===== config.mk =====
export PLATFORM = sky130hd
export DESIGN_NAME = srd_return_decode
export DESIGN_NICKNAME = d
export VERILOG_FILES = /design/src/hdl/srd_phase.v /design/src/hdl/srd_return_decode.v
export VERILOG_INCLUDE_DIRS = /design/src /design/src/hdl
export SDC_FILE = /design/constraint.sdc
export NUM_CORES = 1
export LEC_CHECK = 0
export BUFFER_PORTS_ARGS = -buffer_cell sky130_fd_sc_hd__buf_4
export CORE_ASPECT_RATIO = 0.75
export CORE_UTILIZATION = 44
export CTS_CLUSTER_SIZE = 28
export DETAILED_ROUTE_END_ITERATION = 8
export PLACE_DENSITY = 0.73
export SETUP_SLACK_MARGIN = 0.2
export SKIP_LAST_GASP = 1
export SYNTH_ARGS = -nofsm -noshare
export SYNTH_HDL_FRONTEND = slang
export SYNTH_SLANG_ARGS = --single-unit

===== constraint.sdc =====
create_clock -name clk -period 1.5 [get_ports clk]
set_input_delay 0 -clock clk [delete_from_list [all_inputs] [get_ports clk]]
set_output_delay 0 -clock clk [all_outputs]
set_load 0.05 [all_outputs]

===== src/hdl/srd_regs.vh =====
// Constants of the subroutine return decoder
`ifndef SRD_REGS_VH
`define SRD_REGS_VH
`define SRD_INSTR_W 14
`define SRD_DATA_W 8
`define SRD_PC_W 13
`define SRD_LIT_TOP 4'hd
`define SRD_LIT_MASK 4'hf
`define SRD_RET_OPC 14'h0008
`define SRD_PH_Q1 2'h0
`define SRD_PH_Q2 2'h1
`define SRD_PH_Q3 2'h2
`define SRD_PH_Q4 2'h3
`endif


===== src/hdl/srd_phase.v =====
// Four-phase counter that splits each instruction cycle
`timescale 1ns/1ps
`include "srd_regs.vh"
module srd_phase (
    input wire clk,
    input wire reset,
    output reg [1:0] phase_q
);
    // Phase advances one step per clock, wraps after the fourth
    always @(posedge clk or posedge reset) begin
        if (reset) begin
            phase_q <= `SRD_PH_Q1;
        end else begin
            phase_q <= phase_q + 2'h1;
        end
    end
endmodule // srd_phase


===== src/hdl/srd_return_decode.v =====
// Decoder and sequencer for the two subroutine return instructions
// Function
// - Recognise literal return: 11 01xx kkkkkkkk
// - Literal return writes immediate byte to accumulator
// - Literal return pops stack top into counter
// - Two cycles: read k Q2, write/pop Q4
// - Recognise plain return opcode 00000000001000
// - Neither return changes any status flag
`timescale 1ns/1ps
`include "srd_regs.vh"
module srd_return_decode (
    input wire clk,
    input wire reset,
    input wire [13:0] instr,
    input wire [12:0] stack_top,
    output reg [1:0] phase_q,
    output reg [7:0] acc_q,
    output reg acc_we_q,
    output reg stack_pop_q,
    output reg [12:0] program_counter_q,
    output reg pc_load_q,
    output reg flush_q,
    output reg busy_q,
    output reg status_we_q
);
    // Sequencer states: the first cycle executes, the second idles
    localparam ST_EXEC = 2'h0;
    localparam ST_IDLE = 2'h1;

    // Internal phase, one clock ahead of the registered copy on the port
    wire [1:0] phase_w;

    // Sequencer state and its next value
    reg [1:0] state_q;
    reg [1:0] state_d;

    // Literal byte, held from its Q2 read until the Q4 write
    reg [7:0] lit_q;

    // Decoded instruction kind, captured in Q1 of the execute cycle
    reg is_lit_q;
    reg is_ret_q;

    // Raw opcode matches on the current instruction word
    wire lit_hit;
    wire ret_hit;

    // Phase strobes qualified by the sequencer state
    wire exec_q1;
    wire exec_q2;
    wire exec_q4;
    wire idle_q4;

    // Either return kind is in flight
    wire ret_any;

    // Phase generator that paces all sequencing below
    srd_phase u_phase (
        .clk(clk),
        .reset(reset),
        .phase_q(phase_w)
    );

    // Opcode match: literal return ignores bits 9:8 and the low byte
    assign lit_hit = (instr[13:10] == `SRD_LIT_TOP);
    assign ret_hit = (instr == `SRD_RET_OPC);

    // Phase strobes; the idle cycle never decodes, so a word fetched there is dropped
    assign exec_q1 = (state_q == ST_EXEC) && (phase_w == `SRD_PH_Q1);
    assign exec_q2 = (state_q == ST_EXEC) && (phase_w == `SRD_PH_Q2);
    assign exec_q4 = (state_q == ST_EXEC) && (phase_w == `SRD_PH_Q4);
    assign idle_q4 = (state_q == ST_IDLE) && (phase_w == `SRD_PH_Q4);

    // A return of either kind was decoded in this cycle
    assign ret_any = is_lit_q || is_ret_q;

    // Next state: a return enters the idle cycle after its Q4
    always @* begin
        state_d = state_q;
        case (state_q)
            ST_EXEC: begin
                if (phase_w == `SRD_PH_Q4 && ret_any) begin
                    state_d = ST_IDLE;
                end
            end
            ST_IDLE: begin
                if (phase_w == `SRD_PH_Q4) begin
                    state_d = ST_EXEC;
                end
            end
            default: begin
                state_d = ST_EXEC;
            end
        endcase
    end

    // State register
    always @(posedge clk or posedge reset) begin
        if (reset) begin
            state_q <= ST_EXEC;
        end else begin
            state_q <= state_d;
        end
    end

    // Registered phase for the port, so the output comes from a flop
    always @(posedge clk or posedge reset) begin
        if (reset) begin
            phase_q <= `SRD_PH_Q1;
        end else begin
            phase_q <= phase_w;
        end
    end

    // Decode latch: kind captured in Q1, cleared at the end of the idle cycle
    always @(posedge clk or posedge reset) begin
        if (reset) begin
            is_lit_q <= 1'b0;
            is_ret_q <= 1'b0;
        end else if (exec_q1) begin
            is_lit_q <= lit_hit;
            is_ret_q <= ret_hit;
        end else if (idle_q4) begin
            is_lit_q <= 1'b0;
            is_ret_q <= 1'b0;
        end
    end

    // Literal read in Q2; the word only has to stand through Q1 and Q2
    always @(posedge clk or posedge reset) begin
        if (reset) begin
            lit_q <= 8'h00;
        end else if (exec_q2 && is_lit_q) begin
            lit_q <= instr[7:0];
        end
    end

    // Accumulator write in Q4 of a literal return
    always @(posedge clk or posedge reset) begin
        if (reset) begin
            acc_q <= 8'h00;
            acc_we_q <= 1'b0;
        end else begin
            acc_we_q <= exec_q4 && is_lit_q;
            if (exec_q4 && is_lit_q) begin
                acc_q <= lit_q;
            end
        end
    end

    // Stack pop request, one clock wide, in Q4 of either return
    always @(posedge clk or posedge reset) begin
        if (reset) begin
            stack_pop_q <= 1'b0;
        end else begin
            stack_pop_q <= exec_q4 && ret_any;
        end
    end

    // Return address taken from the stack top at the same edge as the pop
    always @(posedge clk or posedge reset) begin
        if (reset) begin
            program_counter_q <= 13'h0000;
            pc_load_q <= 1'b0;
        end else begin
            pc_load_q <= exec_q4 && ret_any;
            if (exec_q4 && ret_any) begin
                program_counter_q <= stack_top;
            end
        end
    end

    // Flush covers the whole idle cycle so the stale prefetch never executes
    always @(posedge clk or posedge reset) begin
        if (reset) begin
            flush_q <= 1'b0;
        end else begin
            flush_q <= (state_d == ST_IDLE);
        end
    end

    // Busy marks the second, idle cycle of a return
    always @(posedge clk or posedge reset) begin
        if (reset) begin
            busy_q <= 1'b0;
        end else begin
            busy_q <= (state_d == ST_IDLE);
        end
    end

    // Status write is never requested by either return
    always @(posedge clk or posedge reset) begin
        if (reset) begin
            status_we_q <= 1'b0;
        end else begin
            status_we_q <= 1'b0;
        end
    end

    // Limitation: an instruction presented during the idle cycle is ignored;
    // the fetch path must present the word at the restored counter instead.
    // Hazard avoided: the decode latch is cleared at the last idle edge, so a
    // return can never pop twice even if the word is held across both cycles.
    // Trade: one extra flop per output keeps every port free of decode glitches,
    // at the cost of a one-clock lag between internal phase and the phase port.
endmodule // srd_return_decode


* Yosys cells after proc, flatten, opt, wreduce, memory -nomap -nowiden
Index checks and enable logic that the tools add are counted.
** Operators by class
- Muxes and demuxes :: 6
- Reduce and logical (&&, ||, !) cells :: 12
- Equality and inequality tests :: 6
- Add/subtract/negate cells :: 1
** Operators by type and width (number)
- 14-bit by 4-bit == test with 1-bit output, second input constant :: 1
- 1-bit logical AND :: 8
- 2-bit by 1-bit == test with 1-bit output, second input constant :: 3
- 4-bit == test, second input constant :: 1
- 2-bit logical NOT :: 2
- 2-bit two-way mux :: 2
- 2-bit case mux with 2 select lines :: 1
- 1-bit two-way mux :: 3
- 2-bit by 1-bit adder with 2-bit output, second input constant :: 1
- 2-bit == test, second input constant :: 1
- 2-bit nonzero test :: 1
- 1-bit logical OR :: 1
** Storage, ports and cells
- Logic and storage cells :: 36
- Register bits :: 40
- Input port bits :: 29

* Logic depth before layout (Yosys ltp)
Gate-level depths: netlist (run 1).
- Word-level depth :: 5
- Gate-level depth with buffers :: 5
- Mapped depth without buffers :: 5

* Cells and area by module
Synthesis (run 1) repeated with hierarchy kept, for this count alone.
** Unflattened totals
- Cell total of the unflattened synthesis :: 102
- Area, all modules :: 1555.2 sq um
** Modules (own cells, without submodules)
- srd_return_decode :: sequential area each 950.9 sq um, area an instance 1488.9 sq um, cells an instance 97, times used 1
- srd_phase :: sequential area each 50.0 sq um, area an instance 66.3 sq um, cells an instance 5, times used 1

* Worst setup path before layout (run 1)
OpenSTA, ideal clock, no wires.
- Path type :: flip-flop to flip-flop
- Start point :: register u_phase.phase_q[0]
- End point :: register program_counter_q[0]
- Path buffers :: 1
- Clock period less this slack :: 1526 ps
- Cell stages (with the launch flop) :: 6
- Required time :: 1373 ps
- Slack :: -26 ps
- Arrival time :: 1399 ps
- Path through :: dfrtp_1 > ha_1 > o21ai_1 > nor3_4 > buf_6 > mux2_1
** On the way
- Cells in the longest elaborated chain, start to end :: 3
** Ends and longest elaborated chain
- start, declared :: line srd_phase.v:7 : output reg [1:0] phase_q
- start signal, assigned :: line srd_phase.v:12 : phase_q <= `SRD_PH_Q1;
- start signal, assigned :: line srd_phase.v:14 : phase_q <= phase_q + 2'h1;
- 2-bit == test (no line)
- 1-bit logical AND :: line srd_return_decode.v:71 : assign exec_q4 = (state_q == ST_EXEC) && (phase_w == `SRD_PH_Q4);
- 1-bit logical AND :: line srd_return_decode.v:167 : if (exec_q4 && ret_any) begin
- end signal, assigned :: line srd_return_decode.v:168 : program_counter_q <= stack_top;
- end, declared :: line srd_return_decode.v:20 : output reg [12:0] program_counter_q,
No other way between the ends.
A chain may end at the register's enable or synchronous reset.

* Worst setup path after layout (run 1)
- Start point :: register u_phase.phase_q[1]
- End point :: register program_counter_q[10]
The elaborated chain is that of the path after synthesis.

==> results of run 1 <==
-- routing by layer --
| layer | wire, um | vias up | track usage, % |
|---|---|---|---|
| met5 | 0 | - | 0 |
| met4 | 82 | 0 | 11.1 |
| met3 | 117 | 9 | 5.16 |
| met2 | 1960 | 33 | 34.1 |
| met1 | 1620 | 593 | 23.9 |
| li1 | - | 543 | - |
-- flip-flops by register name (all words and copies together), names as in the netlist --
register / count
state_q: 2
is_lit_q: 1
phase_q: 2
pc_load_q: 1
u_phase.phase_q: 2
acc_we_q: 1
flush_q: 1
is_ret_q: 1
acc_q: 8
lit_q: 8
program_counter_q: 13
-- final cells by class --
class,instances,area [um^2]
clock buffers,8,90.1
fillers,198,800
inverters,3,11.3
multi-input cells,53,626
flip-flops and latches,40,1000
well taps,50,62.6
repair buffers,96,830
-- timing repair --
action	4_1_cts	5_1_grt
setup endpoints to repair	30	32
hold endpoints to repair	63	0
hold buffers	25	0
pin swaps	2	4
cloned	0	1
gates resized for setup	8	6
buffers inserted	6	3
-- logic make-up (layout without fill, tap and decap cells) --
kind of cell | count (synthesis) | count (layout)
flops | 40 | 40
mux | 30 | 30
compound gates | 4 | 4
other cells | 1 | 2
fa+ha+maj | 3 | 3
buf+inv | 9 | 107
simple gates | 14 | 14
-- cells in the final DEF, fill, tap and decap left out, types with 2 or more instances in the layout --
cell type and count:
sky130_fd_sc_hd__clkbuf_1 2, sky130_fd_sc_hd__nand4_1 2, sky130_fd_sc_hd__buf_12 2, sky130_fd_sc_hd__conb_1 2, sky130_fd_sc_hd__mux2_4 16, sky130_fd_sc_hd__or2_1 2
sky130_fd_sc_hd__clkbuf_8 6, sky130_fd_sc_hd__mux2_1 8, sky130_fd_sc_hd__dlygate4sd3_1 25, sky130_fd_sc_hd__dfrtp_1 37, sky130_fd_sc_hd__o21ai_0 2, sky130_fd_sc_hd__buf_4 67
sky130_fd_sc_hd__ha_4 2, sky130_fd_sc_hd__mux2_2 5, sky130_fd_sc_hd__dfrtp_2 3, sky130_fd_sc_hd__inv_2 2
-- power by group through the flow --
stage	registers, mW	logic [mW]	clock network, mW
after detailed placement	1.38	0.962	0
after floorplan	1.79	0.214	0
after global placement	1.36	0.947	0
after CTS	1.35	1.02	0.732
final	1.35	1.03	0.709
after global routing	1.37	1.07	0.783
-- how the worst max path moves through the flow --
stage,endpoint,start
after floorplan,program_counter_q[0],u_phase.phase_q[0]
after global placement,is_ret_q,u_phase.phase_q[0]
after detailed placement,is_ret_q,u_phase.phase_q[0]
after CTS,is_ret_q,u_phase.phase_q[0]
after global routing,is_ret_q,u_phase.phase_q[0]
final,program_counter_q[10],u_phase.phase_q[1]
-- tightest hold or removal path, cell delays in order --
cell	delay, ns
sky130_fd_sc_hd__buf_4	0.09
sky130_fd_sc_hd__nor4b_4	0.04
sky130_fd_sc_hd__nand4_1	0.08
sky130_fd_sc_hd__nand2_1	0.05
-- metrics by stage --
stage	hold slack (ns)	cell area [um^2]	setup slack [ns]	TNS, ns	instances
6_report	0.0165	2620	-0.00860	-0.0182	250
5_1_grt	0.0428	2620	-0.0856	-0.982	250
2_1_floorplan	0.0934	1640	-0.000107	-0.000752	102
4_1_cts	0.0101	2560	0.0442	0	246
3_3_place_gp	0.150	2130	0.0693	0	207
3_5_place_dp	0.153	2130	-0.00483	-0.00483	207
==> run summary, run 1 <==
* **register-to-register setup slack** -0.009 ns
* **maximum VDD drop** 0.000607 V
* **kind of cell with the highest combined delay on the critical path** flip-flops
* **instance count of the mapped netlist** 101
* **total inserted antenna cells** 0
* **Sw Pwr** 1.05 mW
* **via total after detailed routing** 1178
* **outcome** finished, violations left
* **total global-route track usage** 20.0%
* **stage delay of the slowest cell on the critical path** 0.40 ns
* **required time at the endpoint of the critical path** 1.67 ns
* **DIE AREA** 3960 um^2
* **wire per inst** 15.1 um
* **setup violators final** 4
* **sequential area share after synthesis** 61.3%
* **Clock transition at path regs** 0.07 ns
* **routed vias/inst** 4.71
* **WL final** 3.78 mm
* **switching part of the total power** 33.9%
* **Max Fanout on Critical Path** 16
* **syn avg cell area** 16.2 um^2
* **top-area cell type share of the netlist area** 61.3%
* **hold wc startpoint** instr[11]
* **post-synthesis compound-gate area fraction** 1.46%
* **Core Rows** 18
* **Die Y-Extent** 54.8 um
* **total CTS buffers** 5
* **worst-path cell chain** buf_6 > ha_4 > o21ai_2 > nor3_4 > buf_12 > mux2_2
* **number of top-level design ports** 58
* **routability cong.** 0.763
* **main combinational cell family by area after synthesis** multiplexers
* **cell accounting for the most synthesized area** sky130_fd_sc_hd__dfrtp_1
* **hold violation count in the final report** 0
* **#FFs+latches synth** 40
* **dpl hpwl** 2.32 mm
* **violations in the final reports** negative setup slack
* **layout cell share with drive strength beyond 1** 55.5%
* **maximum number of pins on one net before global-route repair** 41
* **class of the worst hold path** in -> reg
* **post-detailed-route count of antenna-violating nets** 0
* **element type at the critical path start** flop
* **via count of the first global-routing pass** 1160
* **utilization after layout** 76.6%
* **clock tree from TritonCTS** yes
* **total power consumption of the routed design** 3.09 mW
* **number of stages on the worst setup path** 6
* **cell depth of the worst hold path** 4
* **number of port buffers** 56
* **Critical Path Sink Type** flop
* **Sequential Power Share** 43.8%
* **endpoint of the most critical register-to-register path** program_counter_q[10]
* **main flop type after synthesis** sky130_fd_sc_hd__dfrtp_1
* **clock skew after layout** 0.00374 ns
* **setup repair after global routing missed its margin** yes
* **timing-limited maximum frequency** 663 MHz
* **static leakage** 1.28 nW
* **multiplexer share of the synthesized area** 24.3%
* **startpoint of the worst-slack reg-to-reg timing path** u_phase.phase_q[1]
* **starting density of the core** 47.7%
* **critical path start-end classification** reg -> reg
* **post-synthesis share of cell area spent on full adders, half adders and majority gates** 2.30%
* **part of the total power dissipated in combinational logic** 33.3%
* **Clock Power Share** 22.9%
* **detailed-router iteration count before antenna repair** 4
* **share of synthesized cell area in and, or, nand and nor gates** 6.28%
* **critical path arrival** 1.68 ns
* **power per unit of standard cell area** 1180 nW/um^2
* **max-cap violations** 0
* **DRT iter0 DRCs** 60
* **antenna violations before repair** 0
* **net total in the final layout** 231
* **ys async rst share** 100%
* **Synth top cells by count** sky130_fd_sc_hd__dfrtp_1, sky130_fd_sc_hd__mux2_4, sky130_fd_sc_hd__mux2_1
* **core footprint** 3420 um^2
* **cell with the most instances after synthesis** sky130_fd_sc_hd__dfrtp_1
* **global-route wire length before repair** 5.53 mm
* **Post-synth EDFFs** 0
* **synthesized area** 1630 um^2
* **Cell Int Power** 2.04 mW
* **Worst Hold End** is_lit_q
* **Worst R2R Path Depth** 6
* **post-layout worst setup margin** -0.00860 ns
* **Pins Over Slew Limit** 0
* **sum of buffers and inverters on the critical path** 2
* **CP max-delay cell** sky130_fd_sc_hd__dfrtp_1
* **Die Wd** 72.3 um
* **maximum number of buffers from clock root to sink** 2
* **number of synthesis warnings** 0
* **synth unique cells** 23
* **H-Tree Depth** 2
* **clock latency reported for the late side of the worst-skew pair** 0.29 ns
* **post-route DRC violation count** 0
* **top cells by area, synth** sky130_fd_sc_hd__dfrtp_1, sky130_fd_sc_hd__mux2_4, sky130_fd_sc_hd__mux2_1, sky130_fd_sc_hd__mux2_2, sky130_fd_sc_hd__ha_1
* **post-route fraction of the period consumed by the critical path** 101%
* **GR Overflow Total** 0
* **Root Buffer** sky130_fd_sc_hd__clkbuf_8
* **Clock Sink Count** 40
* **xor and xnor fraction of the mapped netlist area** 0%
* **final critical delay including setup and external delays** 1.51 ns
* **relative area change from synthesis to final layout** 60.7%
Note: power is estimated with default switching activity, not from simulation.
==> run 2: changes to the inputs <==
--- a/config.mk
+++ b/config.mk
@@ -8,10 +8,10 @@
 export LEC_CHECK = 0
 export BUFFER_PORTS_ARGS = -buffer_cell sky130_fd_sc_hd__buf_4
 export CORE_ASPECT_RATIO = 0.75
-export CORE_UTILIZATION = 44
+export CORE_UTILIZATION = 40
 export CTS_CLUSTER_SIZE = 28
 export DETAILED_ROUTE_END_ITERATION = 8
-export PLACE_DENSITY = 0.73
+export PLACE_DENSITY = 0.64
 export SETUP_SLACK_MARGIN = 0.2
 export SKIP_LAST_GASP = 1
 export SYNTH_ARGS = -nofsm -noshare
==> constraint.sdc (replaced) <==
create_clock -name clk -period 1.45 [get_ports clk]
set_input_delay 0 -clock clk [delete_from_list [all_inputs] [get_ports clk]]
set_output_delay 0 -clock clk [all_outputs]
set_load 0.05 [all_outputs]
==> run summary, run 2 (synthesis gave the netlist of run 1 again) <==
* **post-route fraction of the period consumed by the critical path** 102%
* **clock skew after layout** 0.00573 ns
* **via total after detailed routing** 1144
* **Max Fanout on Critical Path** 8
* **Die Y-Extent** 57.3 um
* **clock latency reported for the late side of the worst-skew pair** 0.28 ns
* **max-cap violations** 0
* **Die Wd** 75.8 um
* **final non-filler cell total** 248
* **violations in the final reports** negative setup slack
* **sum of met3 wire segment lengths after detailed routing** 139 um
* **final worst hold slack** 0.0298 ns
* **dpl hpwl** 2.35 mm
* **post-layout worst setup margin** -0.0325 ns
* **detailed-router iteration count before antenna repair** 3
* **# fillers** 279
* **net total in the final layout** 227
* **FF/Latch Area** 1010 um^2
* **relative area change from synthesis to final layout** 59.7%
* **element type at the critical path start** flop
* **number of port buffers** 56
* **multi-input logic area** 633 um^2
* **Core Rows** 19
* **Clock Sink Count** 40
* **H-Tree Depth** 2
* **power per unit of standard cell area** 1210 nW/um^2
* **Placed Cells incl. Taps** 209
* **maximum number of buffers from clock root to sink** 2
* **outcome** finished, violations left
* **setup repair after global routing missed its margin** yes
* **Root Buffer** sky130_fd_sc_hd__clkbuf_8
* **DIE AREA** 4340 um^2
* **stage delay of the slowest cell on the critical path** 0.44 ns
* **DRT iter0 DRCs** 34
* **critical path start-end classification** reg -> reg
* **post-place setup slack** -0.0483 ns
* **routed vias/inst** 4.61
* **highest layer used for signal routing** met4
* **routability cong.** 0.790
* **starting density of the core** 43.2%
* **Critical Path Sink Type** flop
* **number of top-level design ports** 58
* **worst-path cell chain** buf_4 > ha_2 > and3_4 > buf_12 > mux2_4
* **sum of buffers and inverters on the critical path** 2
* **Clock transition at path regs** 0.07 ns
* **post-route DRC violation count** 0
* **total power consumption of the routed design** 3.15 mW
* **GR Overflow Total** 0
* **global-route wire length before repair** 5.73 mm
* **most frequent cells in the layout** sky130_fd_sc_hd__buf_4, sky130_fd_sc_hd__dfrtp_1, sky130_fd_sc_hd__dlygate4sd3_1
* **CP max-delay cell** sky130_fd_sc_hd__dfrtp_2
* **critical path arrival** 1.66 ns
* **class of the worst hold path** in -> reg
* **flip-flop count of the largest register, all copies and words added** 13
* **Largest Register** program_counter_q
* **Largest regs** program_counter_q x13, acc_q x8, lit_q x8
* **via count of the first global-routing pass** 1200
* **Routed met2 length** 1.96 mm
* **maximum number of pins on one net before global-route repair** 24
* **setup violators final** 8
* **required time at the endpoint of the critical path** 1.62 ns
* **final critical delay including setup and external delays** 1.48 ns
* **Pins Over Slew Limit** 0
* **total inserted antenna cells** 0
* **layout cell share with drive strength beyond 1** 55.6%
* **core footprint** 3780 um^2
* **area of all placed cells without fillers** 2610 um^2
* **maximum VDD drop** 0.000596 V
* **post-route met1 wirelength** 1.65 mm
* **WL final** 3.83 mm
* **most common cell after layout, fill and taps aside** sky130_fd_sc_hd__buf_4
* **static leakage** 1.25 nW
* **cell area after placement** 2150 um^2
* **post-detailed-route count of antenna-violating nets** 0
* **wire per inst** 15.5 um
* **timing-limited maximum frequency** 675 MHz
* **hold violation count in the final report** 0
* **antenna violations before repair** 0
* **kind of cell with the highest combined delay on the critical path** flip-flops
* **total CTS buffers** 5
* **clock tree from TritonCTS** yes
* **total global-route track usage** 18.5%
## run 2: changes by cell type in the layout (fill, tap and decap cells not counted)
cell / previous run / this run
sky130_fd_sc_hd__and3_4: 1 / 2
sky130_fd_sc_hd__clkinv_2: 0 / 1
sky130_fd_sc_hd__clkbuf_8: 6 / 5
sky130_fd_sc_hd__buf_4: 67 / 62
sky130_fd_sc_hd__buf_6: 1 / 0
sky130_fd_sc_hd__buf_12: 2 / 3
sky130_fd_sc_hd__dfrtp_2: 3 / 4
sky130_fd_sc_hd__ha_2: 0 / 1
sky130_fd_sc_hd__dlygate4sd3_1: 25 / 26
sky130_fd_sc_hd__dfrtp_1: 37 / 36
sky130_fd_sc_hd__and3_1: 1 / 0
sky130_fd_sc_hd__ha_1: 1 / 0
## run 2: where the power goes
group | leakage (nW) | switching, mW | internal (mW)
Clock | 0.0422 | 0.345 | 0.337
Combinational | 0.701 | 0.632 | 0.429
Sequential | 0.510 | 0.108 | 1.29
## run 2: worst reg2reg max path: stages (launching register included)
cell and delay (ns):
sky130_fd_sc_hd__dfrtp_2 0.44, sky130_fd_sc_hd__buf_4 0.15, sky130_fd_sc_hd__ha_2 0.17, sky130_fd_sc_hd__and3_4 0.17
sky130_fd_sc_hd__buf_12 0.14, sky130_fd_sc_hd__mux2_4 0.29
## run 2: repair_timing
action / in CTS / in global routing
hold buffers: 26 / 0
setup endpoints to repair: 32 / 33
pin swaps: 2 / 6
hold endpoints to repair: 63 / 0
buffers inserted: 2 / 2
gates resized for setup: 7 / 8
gates cloned: 0 / 1
## run 2: worst paths after layout
path	to	start	depth (start not counted)	slack [ns]
worst max-delay path	lit_q[6]	u_phase.phase_q[0]	5	-0.03
worst min-delay path	is_ret_q	instr[8]	4	0.03
worst max register to register	lit_q[6]	u_phase.phase_q[0]	5	-0.03
worst min register to register	phase_q[1]	u_phase.phase_q[1]	0	0.45
max in group asynchronous	state_q[0]	reset	4	0.86
min in group asynchronous	acc_we_q	reset	4	0.31
## run 2: per-stage QoR
stage / util (%) / TNS (ns)
floorplan: - / -0.351
global placement: 56.8 / 0
detailed placement: 56.8 / -0.458
CTS: 67.2 / -0.128
global route: 69.0 / -1.21
finish: 69.0 / -0.229
## run 2: layout make-up
class                   instances  share of cell area, %
multi-input cells              53                   24.3
inverters                       3                  0.432
repair buffers                 92                   31.1
clock inverters                 1                  0.192
clock buffers                   7                   2.93
flip-flops and latches         40                   38.6
well taps                      52                   2.50
## run 2: routing by layer
metal	up-vias	GRT usage, %
li1	535	-
met3	10	5.48
met4	0	7.67
met1	562	22.4
met2	37	30.7
met5	-	0
==> run 3: changes to the inputs <==
--- a/config.mk
+++ b/config.mk
@@ -6,14 +6,16 @@
 export SDC_FILE = /design/constraint.sdc
 export NUM_CORES = 1
 export LEC_CHECK = 0
-export BUFFER_PORTS_ARGS = -buffer_cell sky130_fd_sc_hd__buf_4
+export BUFFER_PORTS_ARGS = -buffer_cell sky130_fd_sc_hd__buf_2
 export CORE_ASPECT_RATIO = 0.75
+export CORE_MARGIN = 8
 export CORE_UTILIZATION = 40
 export CTS_CLUSTER_SIZE = 28
 export DETAILED_ROUTE_END_ITERATION = 8
-export PLACE_DENSITY = 0.64
+export PLACE_DENSITY = 0.65
 export SETUP_SLACK_MARGIN = 0.2
 export SKIP_LAST_GASP = 1
 export SYNTH_ARGS = -nofsm -noshare
 export SYNTH_HDL_FRONTEND = slang
+export SYNTH_HIERARCHICAL = 1
 export SYNTH_SLANG_ARGS = --single-unit
==> run summary, run 3 <==
* **clock latency reported for the late side of the worst-skew pair** 0.29 ns
* **sum of buffers and inverters on the critical path** 0
* **setup violators final** 14
* **total CTS buffers** 5
* **xor and xnor fraction of the mapped netlist area** 0.563%
* **Critical Path Sink Type** flop
* **via count of the first global-routing pass** 1187
* **Largest regs** program_counter_q x13, acc_q x8, lit_q x8
* **DIE AREA** 6160 um^2
* **element type at the critical path start** flop
* **WL final** 3.78 mm
* **cell area after placement** 2010 um^2
* **worst-path cell chain** nor2_2 > or4b_2 > o22ai_1
* **clock tree from TritonCTS** yes
* **multiplexer share of the synthesized area** 21.0%
* **post-route fraction of the period consumed by the critical path** 105%
* **hold wc startpoint** instr[11]
* **antenna violations before repair** 0
* **dpl hpwl** 2.58 mm
* **hold violation count in the final report** 0
* **Max Fanout on Critical Path** 3
* **number of synthesis warnings** 6
* **outcome** finished, violations left
* **#FFs+latches synth** 40
* **cell with the most instances after synthesis** sky130_fd_sc_hd__dfrtp_1
* **total inserted antenna cells** 0
* **kind of cell with the highest combined delay on the critical path** simple AND/OR/NAND/NOR gates
* **starting density of the core** 42.2%
* **most common cell after layout, fill and taps aside** sky130_fd_sc_hd__buf_2
* **Clock Sink Count** 40
* **stage delay of the slowest cell on the critical path** 0.64 ns
* **final critical delay including setup and external delays** 1.52 ns
* **H-Tree Depth** 2
* **cell depth of the worst hold path** 3
* **critical path arrival** 1.72 ns
* **net total in the final layout** 227
* **number of port buffers** 56
* **total global-route track usage** 12.5%
* **synth unique cells** 23
* **startpoint of the worst-slack reg-to-reg timing path** state_q[1]
* **Die Y-Extent** 70 um
* **post-layout worst setup margin** -0.0699 ns
* **clock skew after layout** 0.00366 ns
* **main flop type after synthesis** sky130_fd_sc_hd__dfrtp_1
* **top cells by area, synth** sky130_fd_sc_hd__dfrtp_1, sky130_fd_sc_hd__mux2_2, sky130_fd_sc_hd__a2111oi_4, sky130_fd_sc_hd__buf_4, sky130_fd_sc_hd__inv_1
* **global-route wire length before repair** 5.76 mm
* **Synth top cells by count** sky130_fd_sc_hd__dfrtp_1, sky130_fd_sc_hd__mux2_2, sky130_fd_sc_hd__inv_1
* **most frequent cells in the layout** sky130_fd_sc_hd__buf_2, sky130_fd_sc_hd__dfrtp_1, sky130_fd_sc_hd__dlygate4sd3_1
* **layout cell share with drive strength beyond 1** 58.3%
* **relative area change from synthesis to final layout** 55.0%
* **endpoint of the most critical register-to-register path** is_ret_q
* **Post-synth EDFFs** 0
* **maximum number of buffers from clock root to sink** 2
* **violations in the final reports** negative setup slack
* **post-detailed-route count of antenna-violating nets** 0
* **Worst Hold End** is_lit_q
* **synthesized area** 1560 um^2
* **wire per inst** 15.1 um
* **class of the worst hold path** in -> reg
* **detailed-router iteration count before antenna repair** 4
* **share of synthesized cell area in and, or, nand and nor gates** 5.71%
* **DRT iter0 DRCs** 48
* **setup repair after global routing missed its margin** yes
* **area of all placed cells without fillers** 2410 um^2
* **timing-limited maximum frequency** 658 MHz
* **routed vias/inst** 4.49
* **syn avg cell area** 15.2 um^2
* **static leakage** 1.24 nW
* **Clock transition at path regs** 0.07 ns
* **Largest Register** program_counter_q
* **utilization after layout** 65.4%
* **post-route DRC violation count** 0
* **GR Overflow Total** 0
* **critical path start-end classification** reg -> reg
* **top-area cell type share of the netlist area** 64.4%
* **instance count of the mapped netlist** 102
* **number of top-level design ports** 58
* **routability cong.** 0.776
* **sequential area share after synthesis** 64.4%
* **post-synthesis compound-gate area fraction** 4.18%
* **via total after detailed routing** 1127
* **post-synthesis share of cell area spent on full adders, half adders and majority gates** 0%
* **main combinational cell family by area after synthesis** multiplexers
* **Die Wd** 88 um
* **power per unit of standard cell area** 1250 nW/um^2
* **CP max-delay cell** sky130_fd_sc_hd__or4b_2
* **Root Buffer** sky130_fd_sc_hd__clkbuf_8
* **maximum number of pins on one net before global-route repair** 39
* **Setup Total Neg Slack** -0.534 ns
* **flip-flop count of the largest register, all copies and words added** 13
* **ys async rst share** 100%
* **register-to-register setup slack** -0.07 ns
* **max-cap violations** 0
* **maximum VDD drop** 0.000651 V
* **Core Rows** 19
* **Pins Over Slew Limit** 0
* **Worst R2R Path Depth** 3
* **required time at the endpoint of the critical path** 1.65 ns
* **cell accounting for the most synthesized area** sky130_fd_sc_hd__dfrtp_1
* **core footprint** 3680 um^2
## run 3: cell types whose count changed after synthesis, moves of 3 or more
cell	change
sky130_fd_sc_hd__ha_1	-3
sky130_fd_sc_hd__mux2_1	-8
sky130_fd_sc_hd__mux2_2	+24
sky130_fd_sc_hd__mux2_4	-16
sky130_fd_sc_hd__inv_1	+3
## run 3: area by class of cell
| class | instances | area (um^2) |
|---|---|---|
| fillers | 274 | 1270 |
| flip-flops and latches | 40 | 1000 |
| repair buffers | 93 | 649 |
| multi-input cells | 52 | 581 |
| clock buffers | 8 | 90.1 |
| well taps | 52 | 65.1 |
| inverters | 6 | 22.5 |
## run 3: how the worst max path moves through the flow
stage	end	start	depth (start not counted)
after global placement	program_counter_q[9]	state_q[1]	3
after detailed placement	program_counter_q[10]	state_q[1]	3
final	is_ret_q	state_q[1]	3
after floorplan	program_counter_q[2]	is_lit_q	4
after global routing	is_ret_q	state_q[1]	3
after CTS	program_counter_q[12]	state_q[1]	3
## run 3: power by group
part	internal, mW	switching [mW]
clock	0.388	0.355
sequential	1.27	0.0841
combinational	0.335	0.565
## run 3: metal layers
layer,up-vias,GRT usage (%),wire [um]
met5,-,0,0
met4,0,6.27,70
met3,7,4.44,194
met2,26,21.1,2040
met1,548,13.2,1480
li1,546,-,-
## run 3: worst min-delay path: cells and delay by family
kind	cells	cell delay, ns
compound gates	1	0.07
buf+inv	1	0.07
simple gates	1	0.13
## run 3: cells by family after synthesis
kind of cell	after synthesis
other	1
AO/OA/AOI/OAI	6
AND/OR/NAND/NOR	14
multiplexers	29
flip-flops	40
buffers and inverters	11
XOR/XNOR	1
## run 3: timing repair
| item | 4_1_cts | 5_1_grt |
|---|---|---|
| resized for setup | 3 | 9 |
| gates cloned | 0 | 1 |
| hold buffers | 23 | 0 |
| setup buffers | 1 | 2 |
| hold endpoints to repair | 62 | 0 |
| pin swaps | 2 | 1 |
| setup endpoints to repair | 32 | 33 |
## run 3: through the flow
step / setup slack, ns / total power, mW / hold slack (ns) / cells
detailed placement: -0.0433 / 2.21 / -0.133 / 216
global placement: 0.00312 / 2.19 / -0.138 / 216
floorplan: -0.113 / 1.99 / -0.259 / 103
CTS: -0.0454 / 3.01 / 0.00405 / 248
finish: -0.0699 / 3.00 / 0.0266 / 251
global route: -0.0992 / 3.14 / 0.0216 / 251
